[src/verilog/jdsc_regs.vh]
// constants of the debug scan chain port
`ifndef JDSC_REGS_VH
`define JDSC_REGS_VH

// ==========================================================
// frame layout
`define JDSC_SR_W        36
`define JDSC_DAT_W       32
`define JDSC_OP_W        4
`define JDSC_OP_HI       35
`define JDSC_OP_LO       32
`define JDSC_DAT_HI      31
`define JDSC_SR_MSB      35
`define JDSC_SR_LSB1     1

// ==========================================================
// opcodes of a command frame
`define JDSC_OP_NOP      4'h0
`define JDSC_OP_STALL    4'h1
`define JDSC_OP_RESET    4'h2
`define JDSC_OP_CPU_ADR  4'h3
`define JDSC_OP_CPU_WR   4'h4
`define JDSC_OP_CPU_RD   4'h5
`define JDSC_OP_BUS_ADR  4'h6
`define JDSC_OP_BUS_WR   4'h7
`define JDSC_OP_BUS_RD   4'h8
`define JDSC_OP_CPU_SEL  4'h9

// ==========================================================
// synchroniser bit positions
`define JDSC_SYNC_W      7
`define JDSC_S_TCK       0
`define JDSC_S_TDI       1
`define JDSC_S_CAP       2
`define JDSC_S_SHF       3
`define JDSC_S_UPD       4
`define JDSC_S_SEL       5
`define JDSC_S_TRST_N    6
`define JDSC_SYNC_RST    7'h40

// ==========================================================
// status nibble bit positions
`define JDSC_ST_STALL    0
`define JDSC_ST_BERR     1
`define JDSC_ST_OVR      2
`define JDSC_ST_BUSY     3

// ==========================================================
// reset values and misc
`define JDSC_ZERO32      32'h00000000
`define JDSC_ZERO36      36'h000000000
`define JDSC_SEL_ALL     4'hF
`define JDSC_BUF_DEPTH   2

`endif

[src/verilog/jdsc_port.v]
// debug scan chain front end: shift register, command decode, cpu and bus access
`timescale 1ns/1ps
`default_nettype none
`include "jdsc_regs.vh"

// Overview of operation
// - capture while selected loads reply into chain
// - shift-dr shifts one bit per test clock
// - update-dr takes chain contents as command
// - pause-dr leaves chain untouched, no action
// - respond to tap states only when selected
// - cross test clock safely into system clock
// - decode stall, reset, register and bus commands
// - second processor port, off by default
// - test reset input is active low
// - stall output high stops the processor
module jdsc_port #(
    parameter                     CPU1_EN = 1'b0
) (
    // clock and reset
    input  wire                   clk,
    input  wire                   rst,
    // tap side
    input  wire                   tck,
    input  wire                   tdi,
    output wire                   tdo,
    input  wire                   trst_n,
    input  wire                   capture_dr,
    input  wire                   shift_dr,
    input  wire                   update_dr,
    input  wire                   debug_select,
    // processor 0
    output wire                   cpu0_stall,
    output wire                   cpu0_rst,
    output wire                   cpu0_stb,
    input  wire                   cpu0_ack,
    input  wire [31:0]            cpu0_rdat,
    // processor 1
    output wire                   cpu1_stall,
    output wire                   cpu1_rst,
    output wire                   cpu1_stb,
    input  wire                   cpu1_ack,
    input  wire [31:0]            cpu1_rdat,
    // shared processor register access
    output wire                   cpu_we,
    output wire [31:0]            cpu_adr,
    output wire [31:0]            cpu_wdat,
    // system bus master
    output wire                   wb_cyc_o,
    output wire                   wb_stb_o,
    output wire                   wb_we_o,
    output wire [3:0]             wb_sel_o,
    output wire [31:0]            wb_adr_o,
    output wire [31:0]            wb_dat_o,
    input  wire                   wb_ack_i,
    input  wire                   wb_err_i,
    input  wire [31:0]            wb_dat_i
);

    localparam [1:0] ST_IDLE = 2'h0;
    localparam [1:0] ST_CPU  = 2'h1;
    localparam [1:0] ST_BUS  = 2'h2;

    // ==========================================================
    // input synchronisers
    wire [`JDSC_SYNC_W-1:0] s;

    jdsc_sync #(
        .WIDTH    (`JDSC_SYNC_W),
        .RST_VAL  (`JDSC_SYNC_RST)
    ) u_sync (
        .clk      (clk),
        .rst      (rst),
        .async_in ({trst_n, debug_select, update_dr, shift_dr, capture_dr, tdi, tck}),
        .sync_out (s)
    );

    reg                      tck_d_ff;
    wire                     tck_rise;
    wire                     tck_fall;
    wire                     chain_rst;
    wire                     sel;

    assign chain_rst = rst | ~s[`JDSC_S_TRST_N];
    assign tck_rise  = s[`JDSC_S_TCK] & ~tck_d_ff;
    assign tck_fall  = ~s[`JDSC_S_TCK] & tck_d_ff;
    assign sel       = s[`JDSC_S_SEL];

    // ==========================================================
    // shift chain
    reg  [`JDSC_SR_W-1:0]    sr_ff;
    reg                      tdo_ff;
    reg                      ovr_ff;
    reg  [`JDSC_DAT_W-1:0]   rdata_ff;
    reg                      berr_ff;
    reg  [1:0]               state_ff;
    reg                      cpu_sel_ff;
    reg                      cpu0_stall_ff;
    reg                      cpu1_stall_ff;
    wire                     do_cap;
    wire                     do_shf;
    wire                     do_upd;
    wire                     buf_in_ready;
    wire                     buf_out_valid;
    wire                     buf_out_ready;
    wire [`JDSC_SR_W-1:0]    buf_out_data;
    wire [`JDSC_OP_W-1:0]    status;
    wire                     sel_stall;

    assign do_cap = tck_rise & sel & s[`JDSC_S_CAP];
    assign do_shf = tck_rise & sel & s[`JDSC_S_SHF];
    assign do_upd = tck_rise & sel & s[`JDSC_S_UPD];

    assign sel_stall = cpu_sel_ff ? cpu1_stall_ff : cpu0_stall_ff;
    assign status[`JDSC_ST_STALL] = sel_stall;
    assign status[`JDSC_ST_BERR]  = berr_ff;
    assign status[`JDSC_ST_OVR]   = ovr_ff;
    assign status[`JDSC_ST_BUSY]  = (state_ff != ST_IDLE) | buf_out_valid;

    always @(posedge clk) begin
        if (chain_rst) begin
            tck_d_ff <= 1'b0;
            sr_ff    <= `JDSC_ZERO36;
            tdo_ff   <= 1'b0;
            ovr_ff   <= 1'b0;
        end else begin
            tck_d_ff <= s[`JDSC_S_TCK];
            if (do_cap) begin
                sr_ff <= {status, rdata_ff};
            end else if (do_shf) begin
                sr_ff <= {s[`JDSC_S_TDI], sr_ff[`JDSC_SR_MSB:`JDSC_SR_LSB1]};
            end
            // pause and other states leave the chain alone
            if (tck_fall & sel) begin
                tdo_ff <= sr_ff[0];
            end
            // a lost update wins over the clear on capture
            if (do_upd & ~buf_in_ready) begin
                ovr_ff <= 1'b1;
            end else if (do_cap) begin
                ovr_ff <= 1'b0;
            end
        end
    end

    assign tdo = tdo_ff;

    // ==========================================================
    // command buffer
    jdsc_buf #(
        .WIDTH     (`JDSC_SR_W)
    ) u_buf (
        .clk       (clk),
        .rst       (chain_rst),
        .in_valid  (do_upd),
        .in_ready  (buf_in_ready),
        .in_data   (sr_ff),
        .out_valid (buf_out_valid),
        .out_ready (buf_out_ready),
        .out_data  (buf_out_data)
    );

    assign buf_out_ready = (state_ff == ST_IDLE);

    // ==========================================================
    // command execution
    wire [`JDSC_OP_W-1:0]    op;
    wire [`JDSC_DAT_W-1:0]   arg;
    wire                     exec;
    wire                     cpu_ack_sel;
    wire [`JDSC_DAT_W-1:0]   cpu_rdat_sel;

    assign op           = buf_out_data[`JDSC_OP_HI:`JDSC_OP_LO];
    assign arg          = buf_out_data[`JDSC_DAT_HI:0];
    assign exec         = buf_out_valid & buf_out_ready;
    assign cpu_ack_sel  = cpu_sel_ff ? cpu1_ack : cpu0_ack;
    assign cpu_rdat_sel = cpu_sel_ff ? cpu1_rdat : cpu0_rdat;

    reg                      cpu0_rst_ff;
    reg                      cpu1_rst_ff;
    reg                      cpu0_stb_ff;
    reg                      cpu1_stb_ff;
    reg                      cpu_we_ff;
    reg  [`JDSC_DAT_W-1:0]   cpu_adr_ff;
    reg  [`JDSC_DAT_W-1:0]   cpu_wdat_ff;
    reg                      wb_cyc_ff;
    reg                      wb_we_ff;
    reg  [`JDSC_DAT_W-1:0]   wb_adr_ff;
    reg  [`JDSC_DAT_W-1:0]   wb_dat_ff;

    always @(posedge clk) begin
        if (rst) begin
            state_ff      <= ST_IDLE;
            cpu_sel_ff    <= 1'b0;
            cpu0_stall_ff <= 1'b0;
            cpu1_stall_ff <= 1'b0;
            cpu0_rst_ff   <= 1'b0;
            cpu1_rst_ff   <= 1'b0;
            cpu0_stb_ff   <= 1'b0;
            cpu1_stb_ff   <= 1'b0;
            cpu_we_ff     <= 1'b0;
            cpu_adr_ff    <= `JDSC_ZERO32;
            cpu_wdat_ff   <= `JDSC_ZERO32;
            wb_cyc_ff     <= 1'b0;
            wb_we_ff      <= 1'b0;
            wb_adr_ff     <= `JDSC_ZERO32;
            wb_dat_ff     <= `JDSC_ZERO32;
            rdata_ff      <= `JDSC_ZERO32;
            berr_ff       <= 1'b0;
        end else begin
            case (state_ff)
                ST_IDLE: begin
                    if (exec) begin
                        case (op)
                            `JDSC_OP_STALL: begin
                                if (cpu_sel_ff) begin
                                    cpu1_stall_ff <= arg[0];
                                end else begin
                                    cpu0_stall_ff <= arg[0];
                                end
                            end
                            `JDSC_OP_RESET: begin
                                if (cpu_sel_ff) begin
                                    cpu1_rst_ff <= arg[0];
                                end else begin
                                    cpu0_rst_ff <= arg[0];
                                end
                            end
                            `JDSC_OP_CPU_ADR: begin
                                cpu_adr_ff <= arg;
                            end
                            `JDSC_OP_CPU_WR, `JDSC_OP_CPU_RD: begin
                                cpu_wdat_ff <= arg;
                                cpu_we_ff   <= (op == `JDSC_OP_CPU_WR);
                                cpu0_stb_ff <= ~cpu_sel_ff;
                                cpu1_stb_ff <= cpu_sel_ff;
                                state_ff    <= ST_CPU;
                            end
                            `JDSC_OP_BUS_ADR: begin
                                wb_adr_ff <= arg;
                            end
                            `JDSC_OP_BUS_WR, `JDSC_OP_BUS_RD: begin
                                wb_dat_ff <= arg;
                                wb_we_ff  <= (op == `JDSC_OP_BUS_WR);
                                wb_cyc_ff <= 1'b1;
                                berr_ff   <= 1'b0;
                                state_ff  <= ST_BUS;
                            end
                            `JDSC_OP_CPU_SEL: begin
                                cpu_sel_ff <= arg[0] & CPU1_EN;
                            end
                            default: begin
                                state_ff <= ST_IDLE;
                            end
                        endcase
                    end
                end
                ST_CPU: begin
                    if (cpu_ack_sel) begin
                        cpu0_stb_ff <= 1'b0;
                        cpu1_stb_ff <= 1'b0;
                        if (~cpu_we_ff) begin
                            rdata_ff <= cpu_rdat_sel;
                        end
                        state_ff <= ST_IDLE;
                    end
                end
                ST_BUS: begin
                    if (wb_ack_i | wb_err_i) begin
                        wb_cyc_ff <= 1'b0;
                        berr_ff   <= wb_err_i;
                        if (~wb_we_ff & wb_ack_i) begin
                            rdata_ff <= wb_dat_i;
                        end
                        state_ff <= ST_IDLE;
                    end
                end
                default: begin
                    state_ff <= ST_IDLE;
                end
            endcase
        end
    end

    // ==========================================================
    // outputs
    assign cpu0_stall = cpu0_stall_ff;
    assign cpu1_stall = cpu1_stall_ff;
    assign cpu0_rst   = cpu0_rst_ff;
    assign cpu1_rst   = cpu1_rst_ff;
    assign cpu0_stb   = cpu0_stb_ff;
    assign cpu1_stb   = cpu1_stb_ff;
    assign cpu_we     = cpu_we_ff;
    assign cpu_adr    = cpu_adr_ff;
    assign cpu_wdat   = cpu_wdat_ff;
    assign wb_cyc_o   = wb_cyc_ff;
    assign wb_stb_o   = wb_cyc_ff;
    assign wb_we_o    = wb_we_ff;
    assign wb_sel_o   = `JDSC_SEL_ALL;
    assign wb_adr_o   = wb_adr_ff;
    assign wb_dat_o   = wb_dat_ff;

endmodule

`default_nettype wire

[src/verilog/jdsc_sync.v]
// two flip-flop synchroniser, one per bit
`timescale 1ns/1ps
`default_nettype none
`include "jdsc_regs.vh"

module jdsc_sync #(
    parameter                 WIDTH = `JDSC_SYNC_W,
    parameter [WIDTH-1:0]     RST_VAL = `JDSC_SYNC_RST
) (
    // clock and reset
    input  wire               clk,
    input  wire               rst,
    // asynchronous inputs
    input  wire [WIDTH-1:0]   async_in,
    // synchronised outputs
    output wire [WIDTH-1:0]   sync_out
);

    // ==========================================================
    // per-bit stages
    genvar i;
    generate
        for (i = 0; i < WIDTH; i = i + 1) begin : g_bit
            reg meta_ff;
            reg stab_ff;
            always @(posedge clk) begin
                if (rst) begin
                    meta_ff <= RST_VAL[i];
                    stab_ff <= RST_VAL[i];
                end else begin
                    meta_ff <= async_in[i];
                    stab_ff <= meta_ff;
                end
            end
            assign sync_out[i] = stab_ff;
        end
    endgenerate

endmodule

`default_nettype wire

[src/verilog/jdsc_buf.v]
// two-entry buffer with valid and ready on both sides
`timescale 1ns/1ps
`default_nettype none
`include "jdsc_regs.vh"

module jdsc_buf #(
    parameter                 WIDTH = `JDSC_SR_W
) (
    // clock and reset
    input  wire               clk,
    input  wire               rst,
    // filling side
    input  wire               in_valid,
    output wire               in_ready,
    input  wire [WIDTH-1:0]   in_data,
    // draining side
    output wire               out_valid,
    input  wire               out_ready,
    output wire [WIDTH-1:0]   out_data
);

    reg [WIDTH-1:0] mem [0:1];
    reg             wr_ff;
    reg             rd_ff;
    reg [1:0]       cnt_ff;
    wire            push;
    wire            pop;

    assign in_ready  = (cnt_ff != 2'h2);
    assign out_valid = (cnt_ff != 2'h0);
    assign out_data  = mem[rd_ff];
    assign push      = in_valid & in_ready;
    assign pop       = out_valid & out_ready;

    // ==========================================================
    // storage and pointers
    always @(posedge clk) begin
        if (push) begin
            mem[wr_ff] <= in_data;
        end
    end

    always @(posedge clk) begin
        if (rst) begin
            wr_ff  <= 1'b0;
            rd_ff  <= 1'b0;
            cnt_ff <= 2'h0;
        end else begin
            if (push) begin
                wr_ff <= ~wr_ff;
            end
            if (pop) begin
                rd_ff <= ~rd_ff;
            end
            if (push & ~pop) begin
                cnt_ff <= cnt_ff + 2'h1;
            end else if (pop & ~push) begin
                cnt_ff <= cnt_ff - 2'h1;
            end
        end
    end

endmodule

`default_nettype wire

[config.mk]
export PLATFORM = sky130hd
export DESIGN_NAME = jdsc_port
export DESIGN_NICKNAME = d
export VERILOG_FILES = /design/src/verilog/jdsc_port.v /design/src/verilog/jdsc_sync.v /design/src/verilog/jdsc_buf.v
export VERILOG_INCLUDE_DIRS = /design/src /design/src/verilog
export SDC_FILE = /design/constraint.sdc
export NUM_CORES = 1
export LEC_CHECK = 0
export ABC_AREA = 1
export BUFFER_PORTS_ARGS = -buffer_cell sky130_fd_sc_hd__buf_2
export CAP_MARGIN = 0
export CORE_ASPECT_RATIO = 1.5
export CORE_UTILIZATION = 56
export CTS_BUF_LIST = sky130_fd_sc_hd__clkbuf_2 sky130_fd_sc_hd__clkbuf_4 sky130_fd_sc_hd__clkbuf_8
export CTS_CLUSTER_DIAMETER = 40
export DETAILED_ROUTE_END_ITERATION = 10
export PLACE_DENSITY = 0.79
export SLEW_MARGIN = 20
export SYNTH_ARGS = -nofsm -noshare
export SYNTH_HDL_FRONTEND = slang
export SYNTH_SLANG_ARGS = --single-unit
[constraint.sdc]
create_clock -name clk -period 3.2 [get_ports clk]
set_input_delay 0.96 -clock clk [delete_from_list [all_inputs] [get_ports clk]]
set_output_delay 0.96 -clock clk [all_outputs]
set_load 0.03 [all_outputs]
== After elaboration in Yosys (flattened, before gate mapping) ==
Memory sizes are Yosys's and may differ from the RTL's. A register that Yosys moved wholly into a read port is not among the register bits.
Index checks and enable logic that the tools add are counted.

* Register bits after elaboration: 227
* RAM bits: 72
* Input bits: 109
* Output and inout bits: 143
* Logic and storage cells: 140
* Memories kept: 1

{| class="wikitable"
|+ Memory list
! memory !! words !! bits a word !! rd ports !! clocked after Yosys merged registers in !! write ports !! RTL line !! text
|-
| u_buf.mem || 2 || 36 || 1 || 1 || 1 || jdsc_buf.v:22 || <nowiki>reg [WIDTH-1:0] mem [0:1];</nowiki>
|}

* Add/subtract/negate cells: 2
* Equality and inequality tests: 20
* Multiplexer cells: 35
* Bitwise gates (word level): 25
* Reductions and logical operators: 22

{| class="wikitable"
|+ Operators by type and width
! cell !! count
|-
| $mux 32 || 4
|-
| $mux 36 || 2
|-
| $pmux 32 s2 || 1
|-
| $ne 2x2->1 const B || 9
|-
| $reduce_and 3->1 || 6
|-
| $mux 1 || 17
|-
| $eq 4x3->1 const B || 4
|-
| $reduce_bool 2->1 || 8
|-
| $and 1x1->1 || 13
|-
| $pmux 2 s3 || 2
|-
| $reduce_and 4->1 || 3
|-
| $mux 2 || 5
|-
| $not 1->1 || 9
|-
| $eq 4x2->1 const B || 2
|-
| $eq 4x4->1 const B || 2
|-
| $pmux 1 s2 || 4
|-
| $reduce_and 5->1 || 1
|-
| $reduce_or 5->1 || 1
|-
| $eq 4x1->1 const B || 1
|-
| $reduce_or 2->1 || 2
|-
| $or 1x1->1 || 3
|-
| $add 2x1->2 const B || 1
|-
| $eq 2x1->1 const B || 1
|-
| $eq 2x2->1 const B || 1
|-
| 2 further kinds || 2
|}

== Depth between registers and ports, before layout ==
Gate-level depths: netlist of the first run.

* Depth after elaboration: 9
* Depth in mapped cells: 11
* Gate-level depth less buffers: 10

== Cells and area by module ==
From an unflattened synthesis of the first run, not the netlist that was laid out.

* Cell total of the unflattened synthesis: 1387
* Area total of the unflattened synthesis: 12079.1 µm²

{| class="wikitable"
|+ Modules (own cells, without submodules)
! module !! times used !! cells an instance !! area each (µm²) !! sequential area each (µm²)
|-
| jdsc_port || 1 || 1187 || 8635.8 || 4164.0
|-
| jdsc_buf || 1 || 149 || 2990.4 || 2262.2
|-
| jdsc_sync || 1 || 51 || 452.9 || 280.3
|}

== Worst setup path after synthesis of the first run ==
OpenSTA, ideal clock, no wires.

* Path kind: reg2reg
* Start point: reg u_sync.g_bit[5].stab_ff
* End point: mem u_buf.mem[1][0] (netlist name) (enable)
* Setup time: 0.431 ns
* Data arrival time: 2.252 ns
* Data required time: 2.769 ns
* Slack: 0.517 ns
* Cell stages (with the launch flop): 5
* Path buffers: 0
* Clock period less this slack: 2.683 ns
* Path through: dfxtp_1 -> nand3_1 -> inv_1 -> o211ai_1 -> nor2_1

* Word-level cells in the longest chain between the ends: 5

{| class="wikitable"
|+ Ends and longest elaborated chain
! element !! RTL line !! text
|-
| from (decl) || jdsc_sync.v:25 || <nowiki>reg stab_ff;</nowiki>
|-
| from (signal assigned) || jdsc_sync.v:29 || <nowiki>stab_ff <= RST_VAL[i];</nowiki>
|-
| from (signal assigned) || jdsc_sync.v:32 || <nowiki>stab_ff <= meta_ff;</nowiki>
|-
| $and 1x1->1 (2 in a row) || jdsc_port.v:112 || <nowiki>assign do_upd = tck_rise & sel & s[`JDSC_S_UPD];</nowiki>
|-
| $and 1x1->1 || jdsc_buf.v:32 || <nowiki>assign push = in_valid & in_ready;</nowiki>
|-
| $mux 1 || jdsc_buf.v:38 || <nowiki>if (push) begin</nowiki>
|-
| $mux 1 (implied by the code) || jdsc_buf.v:39 || <nowiki>mem[wr_ff] <= in_data;</nowiki>
|-
| to (decl) || jdsc_buf.v:22 ||
|}

No other way between the ends.

==> results of run 1 <==
-- cells by family (layout without fill, tap and decap cells) --
family | count (synthesis) | after routing
compound gates | 186 | 186
fa+ha+maj | 1 | 1
buf+inv | 175 | 385
flops | 299 | 299
other cells | 2 | 7
simple gates | 792 | 792
-- layout make-up --
cell class                 instances  area (um^2)  share of cell area (%)
inverter                          79          297                    2.16
tap                              264          330                    2.41
clock buffer                      57          741                    5.41
clock inverter                    18          163                    1.19
multi-input combinational        986         4260                    31.1
timing repair buffer             231         1210                    8.82
sequential                       299         6710                    48.9
-- through the flow --
stage	cells	hold slack, ps	area, um^2	utilization (%)
2_1_floorplan	1460	388	11700	-
3_3_place_gp	1859	391	12800	62.4
3_5_place_dp	1859	395	12800	62.4
4_1_cts	1934	400	13700	66.8
5_1_grt	1934	427	13700	66.8
6_report	1934	398	13700	66.8
-- state kept, by name, indices dropped and copies added, names as in the netlist, named ones only --
| register | cells |
|---|---|
| u_sync.g_bit.meta_ff | 7 |
| wb_cyc_o | 1 |
| tdo | 1 |
| rdata_ff | 32 |
| wb_adr_o | 32 |
| u_buf.mem | 72 |
| cpu_we | 1 |
| sr_ff | 36 |
| state_ff | 2 |
| u_buf.wr_ff | 1 |
| cpu0_rst | 1 |
| tck_d_ff | 1 |
| wb_we_o | 1 |
| u_sync.g_bit.stab_ff | 7 |
| berr_ff | 1 |
| ovr_ff | 1 |
| cpu_wdat | 32 |
| u_buf.cnt_ff | 2 |
| cpu0_stall | 1 |
| wb_dat_o | 32 |
| cpu0_stb | 1 |
| u_buf.rd_ff | 1 |
| cpu_adr | 32 |
-- cells in the mapped netlist (all sizes together) --
cell    count
inv        79
nor3        4
buf        55
nor2      182
or2         2
dfxtp     227
ha          1
nand3b      1
nand2     457
conb        2
o211ai      1
a21oi     102
nand3     144
nand4       2
edfxtp     72
o21ai      83
clkbuf     41
-- critical path, cell delays in order, from the launching register on --
cell and delay [ps]:
dfxtp_1 320, inv_2 230, buf_4 320, nand2_1 100, nand2_2 170, nor2_4 70
nand2_1 120, nand2_4 260, nand2_4 430, nand2_1 120, a21oi_1 160
-- metal layers --
metal / wire length [um] / global-route usage, % / vias up
met5: 0 / 0 / -
met4: 696 / 9.06 / 0
met3: 1480 / 3.15 / 56
met2: 13500 / 44.2 / 355
met1: 11200 / 30.3 / 4463
li1: - / - / 5015
-- how the worst max path moves through the flow --
stage                                  startpoint                         to  depth (start not counted)
6_report                                 register  wb_dat_o[29]$_SDFFE_PP0P_                         10
2_1_floorplan  u_sync.g_bit[5].stab_ff$_SDFF_PP0_  u_buf.mem[1][0]$_DFFE_PP_                          4
5_1_grt                                  register   cpu_wdat[2]$_SDFFE_PP0P_                          9
3_5_place_dp                             register  wb_dat_o[29]$_SDFFE_PP0P_                         10
3_3_place_gp                                  rst     sr_ff[27]$_SDFFE_PP0P_                          7
4_1_cts                                  register  wb_dat_o[29]$_SDFFE_PP0P_                         10
-- where the power goes --
part           switching (mW)  total (mW)  internal (mW)
registers               0.181        4.35           4.17
logic                    1.99        2.64          0.650
clock network            1.36        3.11           1.75
total                    3.53        10.1           6.57
==> out/metrics.yaml, run 1 <==
detailed_routing:
  drt-vias-per-instance: 5.11
  drt_iter0_drc: 744
  drt_wl_total_um: 26900
  post-route-drc-count: 0
  wire_per_inst_um: 13.9
  drtAntennaViolNets: 0
  dr_total_vias: 9889
  firstDrtPassIters: 6
yosys:
  yosysWarnings: 0
  syn_inst: 1455
  synth_fa_ha_area_share_pct: 0.107
  synth_top_family_by_area: "simple AND/OR/NAND/NOR gates"
  yosys.area.top_type_share_pct: 38.7
  synthDistinctLibCells: 28
  synth_top_cells_by_area: "dfxtp_1, edfxtp_1, nand2_1"
  synth_top_cell_by_area: "dfxtp_1"
  muxShareOfSynthArea_pct: 0
  ys_seq_elements: 299
  synthXorXnorAreaFrac_pct: 0
  synthSimpleGateAreaFrac_pct: 27.8
  syn_area_mm2: 0.0117
  ys_seq_area_share_pct: 57.2
  syn_avg_cell_area_um2: 8.06
  synth_compound_area_share_pct: 7.96
clock_tree:
  cts_resized: 0
  postCtsSetupBuffers: 0
  hold_buffers: 0
  clkSlewWorstSetupHoldPaths_ps: 70
  clock_latency_ps: 520
  clockRootBuffer: "clkbuf_8"
  ctsHtreeMaxLevel: 2
  cts_buffer_depth: 3
  cts_buffers: 41
  cts_tree: "built"
  cts_sinks: 299
min_path:
  min_to: "u_sync.g_bit[5].stab_ff$_SDFF_PP0_"
  holdPathStages: 2
  hp-start: "u_sync.g_bit[5].meta_ff$_SDFF_PP0_"
  min_path_type: "reg -> reg"
global_routing:
  grt_usage_pct: 24.7
  grt_pass1_vias: 9039
  antenna_found_initial: 0
  grt_pass1_wl_um: 43100
  grt_max_degree: 78
  gr-total-overflow: 0
pwr:
  peakVddDrop_uv: 408
  power_density_mw_per_mm2: 737
  power_leakage_nw: 6.12
  power_mw: 10.1
sta:
  finalCriticalPeriod_ps: 2410
  relSlewSlack_pct: 49.5
  rsz0062_at_grt: "no"
  setup_ws_ps: 794
  finalSetupTns_ps: 0
  timing.final.max_slew_violations: 0
  fin_skew_ps: 11.7
  final-hold-violation-count: 0
  period_share_pct: 75.2
  max_freq_mhz: 416
  finalSetupViolCount: 0
  worst_pin_slew_ps: 754
finish:
  drive_above_1_share_pct: 19.9
  nNetsFinal: 1748
  area_growth_pct: 16.8
  n_fill_cell: 1756
  final_common_cell: "nand2_1"
  num_antenna_cells: 0
  layout_common_cells: "nand2_1, dfxtp_1, buf_2"
worst_setup_path:
  rr_worst_depth: 10
  end_kind: "register"
  critPathRequiredTime_ps: 3650
  startpoint_type: "register"
  worst-setup-path-type: "reg -> reg"
  crit_fanout: 34
  arrival_ps: 2860
  rr_endpoint: "wb_dat_o[29]$_SDFFE_PP0P_"
  r2r_slack_ps: 790
place:
  numPortBuffers: 211
  place_congestion: 0.822
  pre_cts_slack_ps: 809
  post-dp-hpwl_um: 18200
floorplan:
  ioPinCount: 252
  core_mm2: 0.0205
  chipHeight_um: 179
  die_w_um: 120
  core.rowCount: 64
  die-area_mm2: 0.0215
  initial_core_util_pct: 57.2
status:
  status: "finished clean"
flow_run:
  cap_violations: 0
Note: power is estimated with default switching activity, not from simulation.
==> inputs of run 2 (changes only) <==
- ABC_AREA: 1 -> 0
- clock period: 3.2 -> 2.22 ns (I/O delays scaled with it)
==> run 2 against run 1 <==
First-iteration DRC count is 10% lower. Non-clock buffer count is 51 higher. Maximum frequency is 10% higher. Final cell count is 18% lower. Clock power is 48% higher. Largest power group unchanged.
==> out/metrics.yaml, run 2 <==
yosys:
  synth_top_cell_by_area: "dfxtp_1"
  ys_seq_area_share_pct: 58.1  # +0.90 points
  synth_top_cells_by_area: "dfxtp_1, edfxtp_1, a211oi_1"
  yosys.area.top_type_share_pct: 39.4  # +0.61 points
  synth_flop_cell: "dfxtp_1"
  ys_seq_elements: 299  # unchanged
  yosysMostFrequentCell: "dfxtp_1"
  yosysWarnings: 0  # unchanged
  syn_area_mm2: 0.0115  # -1.6%
  synthDistinctLibCells: 52  # +86%
  synthArstFlopShare_pct: 0  # unchanged
  synth_common_cells: "dfxtp_1, nor2_1, a211oi_1"
  syn_inst: 1070  # -26%
  syn_avg_cell_area_um2: 10.8  # +34%
  synth_edf_count: 72  # unchanged
worst_setup_path:
  worst-setup-path-type: "reg -> reg"
  critPathRequiredTime_ps: 2630  # -1020 ps
  crit_fanout: 32  # -5.9%
  end_kind: "register"
  rr_endpoint: "wb_dat_o[19]$_SDFFE_PP0P_"
  rr_worst_depth: 5  # -5
  slowest_stage: "or4_4"
  arrival_ps: 2590  # -270 ps
  cp_common_cell: "mux2_2"
  r2r_slack_ps: 40  # -750 ps
  startpoint_type: "register"
  cp_slowest_stage_delay_ps: 530  # +100 ps
  path_cells: "mux2_2, or4_4, a21oi_4, buf_12, mux2_2"
finish:
  num_antenna_cells: 0  # unchanged
  drive_above_1_share_pct: 30.7  # +11 points
  final_common_cell: "dfxtp_1"
  regMostFlops: "u_buf.mem"
  stdcell_count: 1590  # -18%
  layout_common_cells: "dfxtp_1, buf_2, nor2_1"
  largest_register_ffs: 72  # unchanged
  area_growth_pct: 22.6
  reg.largest.list: "u_buf.mem x72, sr_ff x36"
  nNetsFinal: 1405  # -20%
sta:
  rsz0062_at_grt: "no"
  final-hold-violation-count: 0  # unchanged
  period_share_pct: 98.2  # +23 points
  relSlewSlack_pct: 57.6  # +8.0 points
  fin_skew_ps: 15.3  # +3.62 ps
  setup_ws_ps: 39.3  # -754 ps
  max_freq_mhz: 459  # +10%
  timing.final.max_slew_violations: 0  # unchanged
  finalCriticalPeriod_ps: 2180  # -226 ps
  finalSetupViolCount: 0  # unchanged
  worst_pin_slew_ps: 636  # -119 ps
clock_tree:
  cts_resized: 0  # unchanged
  ctsHtreeMaxLevel: 2  # unchanged
  postCtsSetupBuffers: 0  # unchanged
  cts_buffer_depth: 3  # unchanged
  clkSlewWorstSetupHoldPaths_ps: 60  # about the same
  cts_sinks: 299  # unchanged
  hold_buffers: 0  # unchanged
  clock_latency_ps: 520  # about the same
  cts_buffers: 42  # +2.4%
  clockRootBuffer: "clkbuf_8"
  cts_tree: "built"
place:
  numPortBuffers: 211  # unchanged
  pre_cts_slack_ps: 49.8  # -759 ps
  post-dp-hpwl_um: 18300  # +0.43%
  place_congestion: 0.848  # +3.1%
  dp_cells: 1515  # -19%
detailed_routing:
  drt_wl_total_um: 27100  # +0.89%
  post-route-drc-count: 0  # unchanged
  drtAntennaViolNets: 0  # unchanged
  wire_per_inst_um: 17.1  # +23%
  firstDrtPassIters: 5  # -1
  drt_iter0_drc: 667  # -10%
  drt-vias-per-instance: 5.67  # +11%
  dr_total_vias: 9020  # -8.8%
floorplan:
  initial_core_util_pct: 56.8  # -0.45 points
  die-area_mm2: 0.0212  # -1.5%
  core.rowCount: 64  # unchanged
  die_w_um: 119  # -0.77%
  core_mm2: 0.0203  # -0.78%
  ioPinCount: 252  # unchanged
  chipHeight_um: 178  # -0.77%
min_path:
  min_to: "u_sync.g_bit[6].meta_ff$_SDFF_PP1_"
  holdPathStages: 2  # unchanged
  min_path_type: "in -> reg"
  hp-start: "trst_n"
flow_run:
  cap_violations: 0  # unchanged
global_routing:
  gr-total-overflow: 0  # unchanged
  grt_max_degree: 65  # -17%
  grt_usage_pct: 25.3  # +0.57 points
  antenna_found_initial: 0  # unchanged
  grt_pass1_wl_um: 43200  # +0.32%
  grt_pass1_vias: 8457  # -6.4%
status:
  status: "finished clean"
pwr:
  power_density_mw_per_mm2: 974  # +32%
  peakVddDrop_uv: 515  # +26%
  power_mw: 13.8  # +36%
  power_leakage_nw: 5.52  # -9.9%
-- run 2: cell count changes after synthesis, sizes merged, moves of 68 or more --
cell / delta
a211oi: +128
inv: -73
mux2i: +68
nand2: -453
nand3: -140
o21ai: -80
-- run 2: critical path, delay by kind of cell, from the launching register on --
kind | cells | cell delay, ps
and+or+nand+nor | 1 | 530
buffers and inverters | 1 | 220
AOI/OAI and AO/OA | 1 | 190
muxes | 2 | 730
DFF | 1 | 370
-- run 2: logic make-up (layout without fill, tap and decap cells) --
kind of cell | after synthesis | in the layout | synth area share (%)
multiplexers | 102 | 102 | 9.21
XOR/XNOR | 4 | 4 | 0.304
buffers and inverters | 112 | 363 | 4.31
other | 2 | 7 | 0.0651
flip-flops | 299 | 299 | 58.1
adder cells (fa/ha/maj) | 1 | 1 | 0.108
AND/OR/NAND/NOR | 230 | 230 | 9.33
AO/OA/AOI/OAI | 320 | 320 | 18.6
-- run 2: where the power goes --
group          switching [mW]  internal (mW)  total, mW
clock network            1.94           2.68       4.61
registers               0.171           5.81       5.99
logic                    1.99           1.20       3.18
total                    4.10           9.69       13.8
-- run 2: through the flow --
stage / TNS, ps / hold slack, ps / util [%] / instance area (um^2)
2_1_floorplan: -7650 / 389 / - / 11600
3_3_place_gp: 0 / 412 / 65.0 / 13200
3_5_place_dp: 0 / 414 / 65.0 / 13200
4_1_cts: 0 / 330 / 69.6 / 14200
5_1_grt: 0 / 332 / 69.6 / 14200
6_report: 0 / 337 / 69.6 / 14200
-- run 2: layout make-up --
class / count / area (um^2)
repair buffers: 282 / 1760
clock inverters: 3 / 67.6
flip-flops and latches: 299 / 6710
fillers: 1537 / 6180
multi-input cells: 664 / 4400
clock buffers: 72 / 866
inverters: 6 / 22.5
well taps: 264 / 330
-- run 2: how the worst max path moves through the flow --
stage	to	slack (ps)	cells past startpoint
floorplan	u_buf.mem[0][0]$_DFFE_PP_	-210	4
global placement	wb_dat_o[18]$_SDFFE_PP0P_	80	5
detailed placement	wb_dat_o[19]$_SDFFE_PP0P_	50	5
CTS	wb_dat_o[3]$_SDFFE_PP0P_	50	5
global route	cpu_adr[8]$_SDFFE_PP0P_	10	6
finish	wb_dat_o[19]$_SDFFE_PP0P_	40	5
-- run 2: metal layers --
metal	vias to the layer above	routed length [um]	global-route usage, %
li1	4358	-	-
met1	4239	11200	31.8
met2	360	13500	43.5
met3	63	1470	3.25
met4	0	922	11.2
met5	-	0	0
==> inputs of run 3 (changes only) <==
- clock period: 2.22 -> 2.5 ns (I/O delays scaled with it)
==> run 3 against run 2 <==
Clock power decreased by 10%. Die area stayed put. Utilization is 1.0 points lower. Power decreased by 12%. Critical endpoint is now wb_dat_o[5]$_SDFFE_PP0P_. Largest power group unchanged. Highest routed layer unchanged.
==> out/metrics.yaml, run 3 (synthesized netlist as in run 2, its figures left out) <==
status:
  status: "finished clean"
worst_setup_path:
  critPathRequiredTime_ps: 2900  # +270 ps
  cp_slowest_stage_delay_ps: 540  # about the same
  cp_top_family: "multiplexers"
  rr_endpoint: "wb_dat_o[5]$_SDFFE_PP0P_"
  end_kind: "register"
  path_cells: "mux2_2, or4_4, a21oi_4, buf_12, mux2_2"
  crit_fanout: 32  # unchanged
  rr_worst_depth: 5  # unchanged
  worst-setup-path-type: "reg -> reg"
  cp.buffers_inverters: 1  # unchanged
  r2r_slack_ps: 200  # +160 ps
  cp.depth: 5  # unchanged
  arrival_ps: 2700  # +110 ps
  slowest_stage: "or4_4"
  startpoint_type: "register"
  cp_common_cell: "mux2_2"
  endpoint: "wb_dat_o[5]$_SDFFE_PP0P_"
finish:
  multi_input_area_mm2: 0.00440  # unchanged
  n_fill_cell: 1579  # +2.7%
  regMostFlops: "u_buf.mem"
  largest_register_ffs: 72  # unchanged
  nNetsFinal: 1385  # -1.4%
  drive_above_1_share_pct: 29.4  # -1.3 points
  num_antenna_cells: 0  # unchanged
  final_common_cell: "dfxtp_1"
  fin_area_mm2: 0.0139  # -1.5%
  area_growth_pct: 20.8
  layout_common_cells: "dfxtp_1, buf_2, nor2_1"
  reg.largest.list: "u_buf.mem x72, sr_ff x36"
  regArea_mm2: 0.00671  # unchanged
floorplan:
  die-area_mm2: 0.0212  # unchanged
  ioPinCount: 252  # unchanged
  initial_core_util_pct: 56.8  # unchanged
  die_w_um: 119  # unchanged
  chipHeight_um: 178  # unchanged
  core_mm2: 0.0203  # unchanged
  core.rowCount: 64  # unchanged
pwr:
  power_leakage_nw: 5.40  # -2.1%
  peakVddDrop_uv: 450  # -13%
  power_density_mw_per_mm2: 867  # -11%
clock_tree:
  ctsHtreeMaxLevel: 2  # unchanged
  cts_tree: "built"
  clock_latency_ps: 520  # about the same
  cts_buffer_depth: 3  # unchanged
  clockRootBuffer: "clkbuf_8"
  cts_sinks: 299  # unchanged
  hold_buffers: 0  # unchanged
  cts_resized: 0  # unchanged
  postCtsSetupBuffers: 0  # unchanged
  clkSlewWorstSetupHoldPaths_ps: 70  # about the same
  cts_buffers: 41  # -2.4%
detailed_routing:
  firstDrtPassIters: 5  # unchanged
  drtAntennaViolNets: 0  # unchanged
  wire_per_inst_um: 16.9  # -0.86%
  post-route-drc-count: 0  # unchanged
  drt-vias-per-instance: 5.69  # +0.25%
  drt_wl_total_um: 26600  # -2.1%
  dr_total_vias: 8929  # -1.0%
  drt_iter0_drc: 672  # +0.75%
place:
  numPortBuffers: 211  # unchanged
  placed_area_mm2: 0.0130  # -1.6%
  post-dp-hpwl_um: 17800  # -2.7%
  place_congestion: 0.828  # -2.3%
sta:
  relSlewSlack_pct: 57.8  # +0.26 points
  fin_hold_ws_ps: 418  # +81.1 ps
  finalSetupViolCount: 0  # unchanged
  final-hold-violation-count: 0  # unchanged
  fin_skew_ps: 12.2  # -3.09 ps
  max_freq_mhz: 435  # -5.2%
  rsz0062_at_grt: "no"
  worst_pin_slew_ps: 632  # -3.97 ps
  finalSetupTns_ps: 0  # unchanged
  finalCriticalPeriod_ps: 2300  # +120 ps
  period_share_pct: 92.0  # -6.2 points
  timing.final.max_slew_violations: 0  # unchanged
global_routing:
  grt_max_degree: 68  # +4.6%
  gr-usage-met1_pct: 30.5  # -1.3 points
  gr-total-overflow: 0  # unchanged
  grt_usage_pct: 24.7  # -0.61 points
  grt.busiest_layer: "met2"
  grt_pass1_vias: 8504  # +0.56%
  grt_pass1_wl_um: 42300  # -2.2%
  antenna_found_initial: 0  # unchanged
  use_met2_pct: 43.8  # +0.36 points
  use_met3_pct: 3.02  # -0.22 points
flow_run:
  cap_violations: 0  # unchanged
min_path:
  min_path_type: "in -> reg"
## run 3: power breakdown
part           internal, mW  switching, mW
sequential             5.16          0.154
clock                  2.40           1.74
combinational         0.940           1.70
## run 3: how the worst min path moves through the flow
stage	slack (ps)	depth (start not counted)	startpoint	end
2_1_floorplan	390	1	u_sync.g_bit[6].meta_ff$_SDFF_PP1_	u_sync.g_bit[6].stab_ff$_SDFF_PP1_
3_3_place_gp	400	1	u_sync.g_bit[6].meta_ff$_SDFF_PP1_	u_sync.g_bit[6].stab_ff$_SDFF_PP1_
3_5_place_dp	410	1	u_sync.g_bit[6].meta_ff$_SDFF_PP1_	u_sync.g_bit[6].stab_ff$_SDFF_PP1_
4_1_cts	390	2	trst_n	u_sync.g_bit[6].meta_ff$_SDFF_PP1_
5_1_grt	420	2	trst_n	u_sync.g_bit[6].meta_ff$_SDFF_PP1_
6_report	420	2	trst_n	u_sync.g_bit[6].meta_ff$_SDFF_PP1_
## run 3: cell type report
| class | count | share of cell area (%) |
|---|---|---|
| multi-input combinational | 664 | 31.6 |
| clock inverter | 10 | 0.906 |
| sequential | 299 | 48.1 |
| tap | 264 | 2.37 |
| clock buffer | 64 | 5.87 |
| inverter | 6 | 0.161 |
| timing repair buffer | 263 | 11.0 |
## run 3: worst register-to-register path, stage by stage (launching register included)
cell and delay, ps:
dfxtp_2 410, mux2_2 410, or4_4 550, a21oi_4 190, buf_12 230, mux2_2 390
## run 3: metal layers
layer	part of all wire [%]	wire, um	vias to the layer above
met2	51	13500	313
li1	-	-	4296
met3	4.9	1310	52
met4	2.6	692	0
met5	0	0	-
met1	42	11100	4268
## run 3: stage by stage
stage | power [mW] | instances | worst slack (ps) | util, %
2_1_floorplan | 7.18 | 1075 | 31.6 | -
3_3_place_gp | 7.99 | 1496 | 268 | 63.9
3_5_place_dp | 8.04 | 1496 | 222 | 63.9
4_1_cts | 12.2 | 1570 | 205 | 68.6
5_1_grt | 12.6 | 1570 | 160 | 68.6
6_report | 12.1 | 1570 | 199 | 68.6
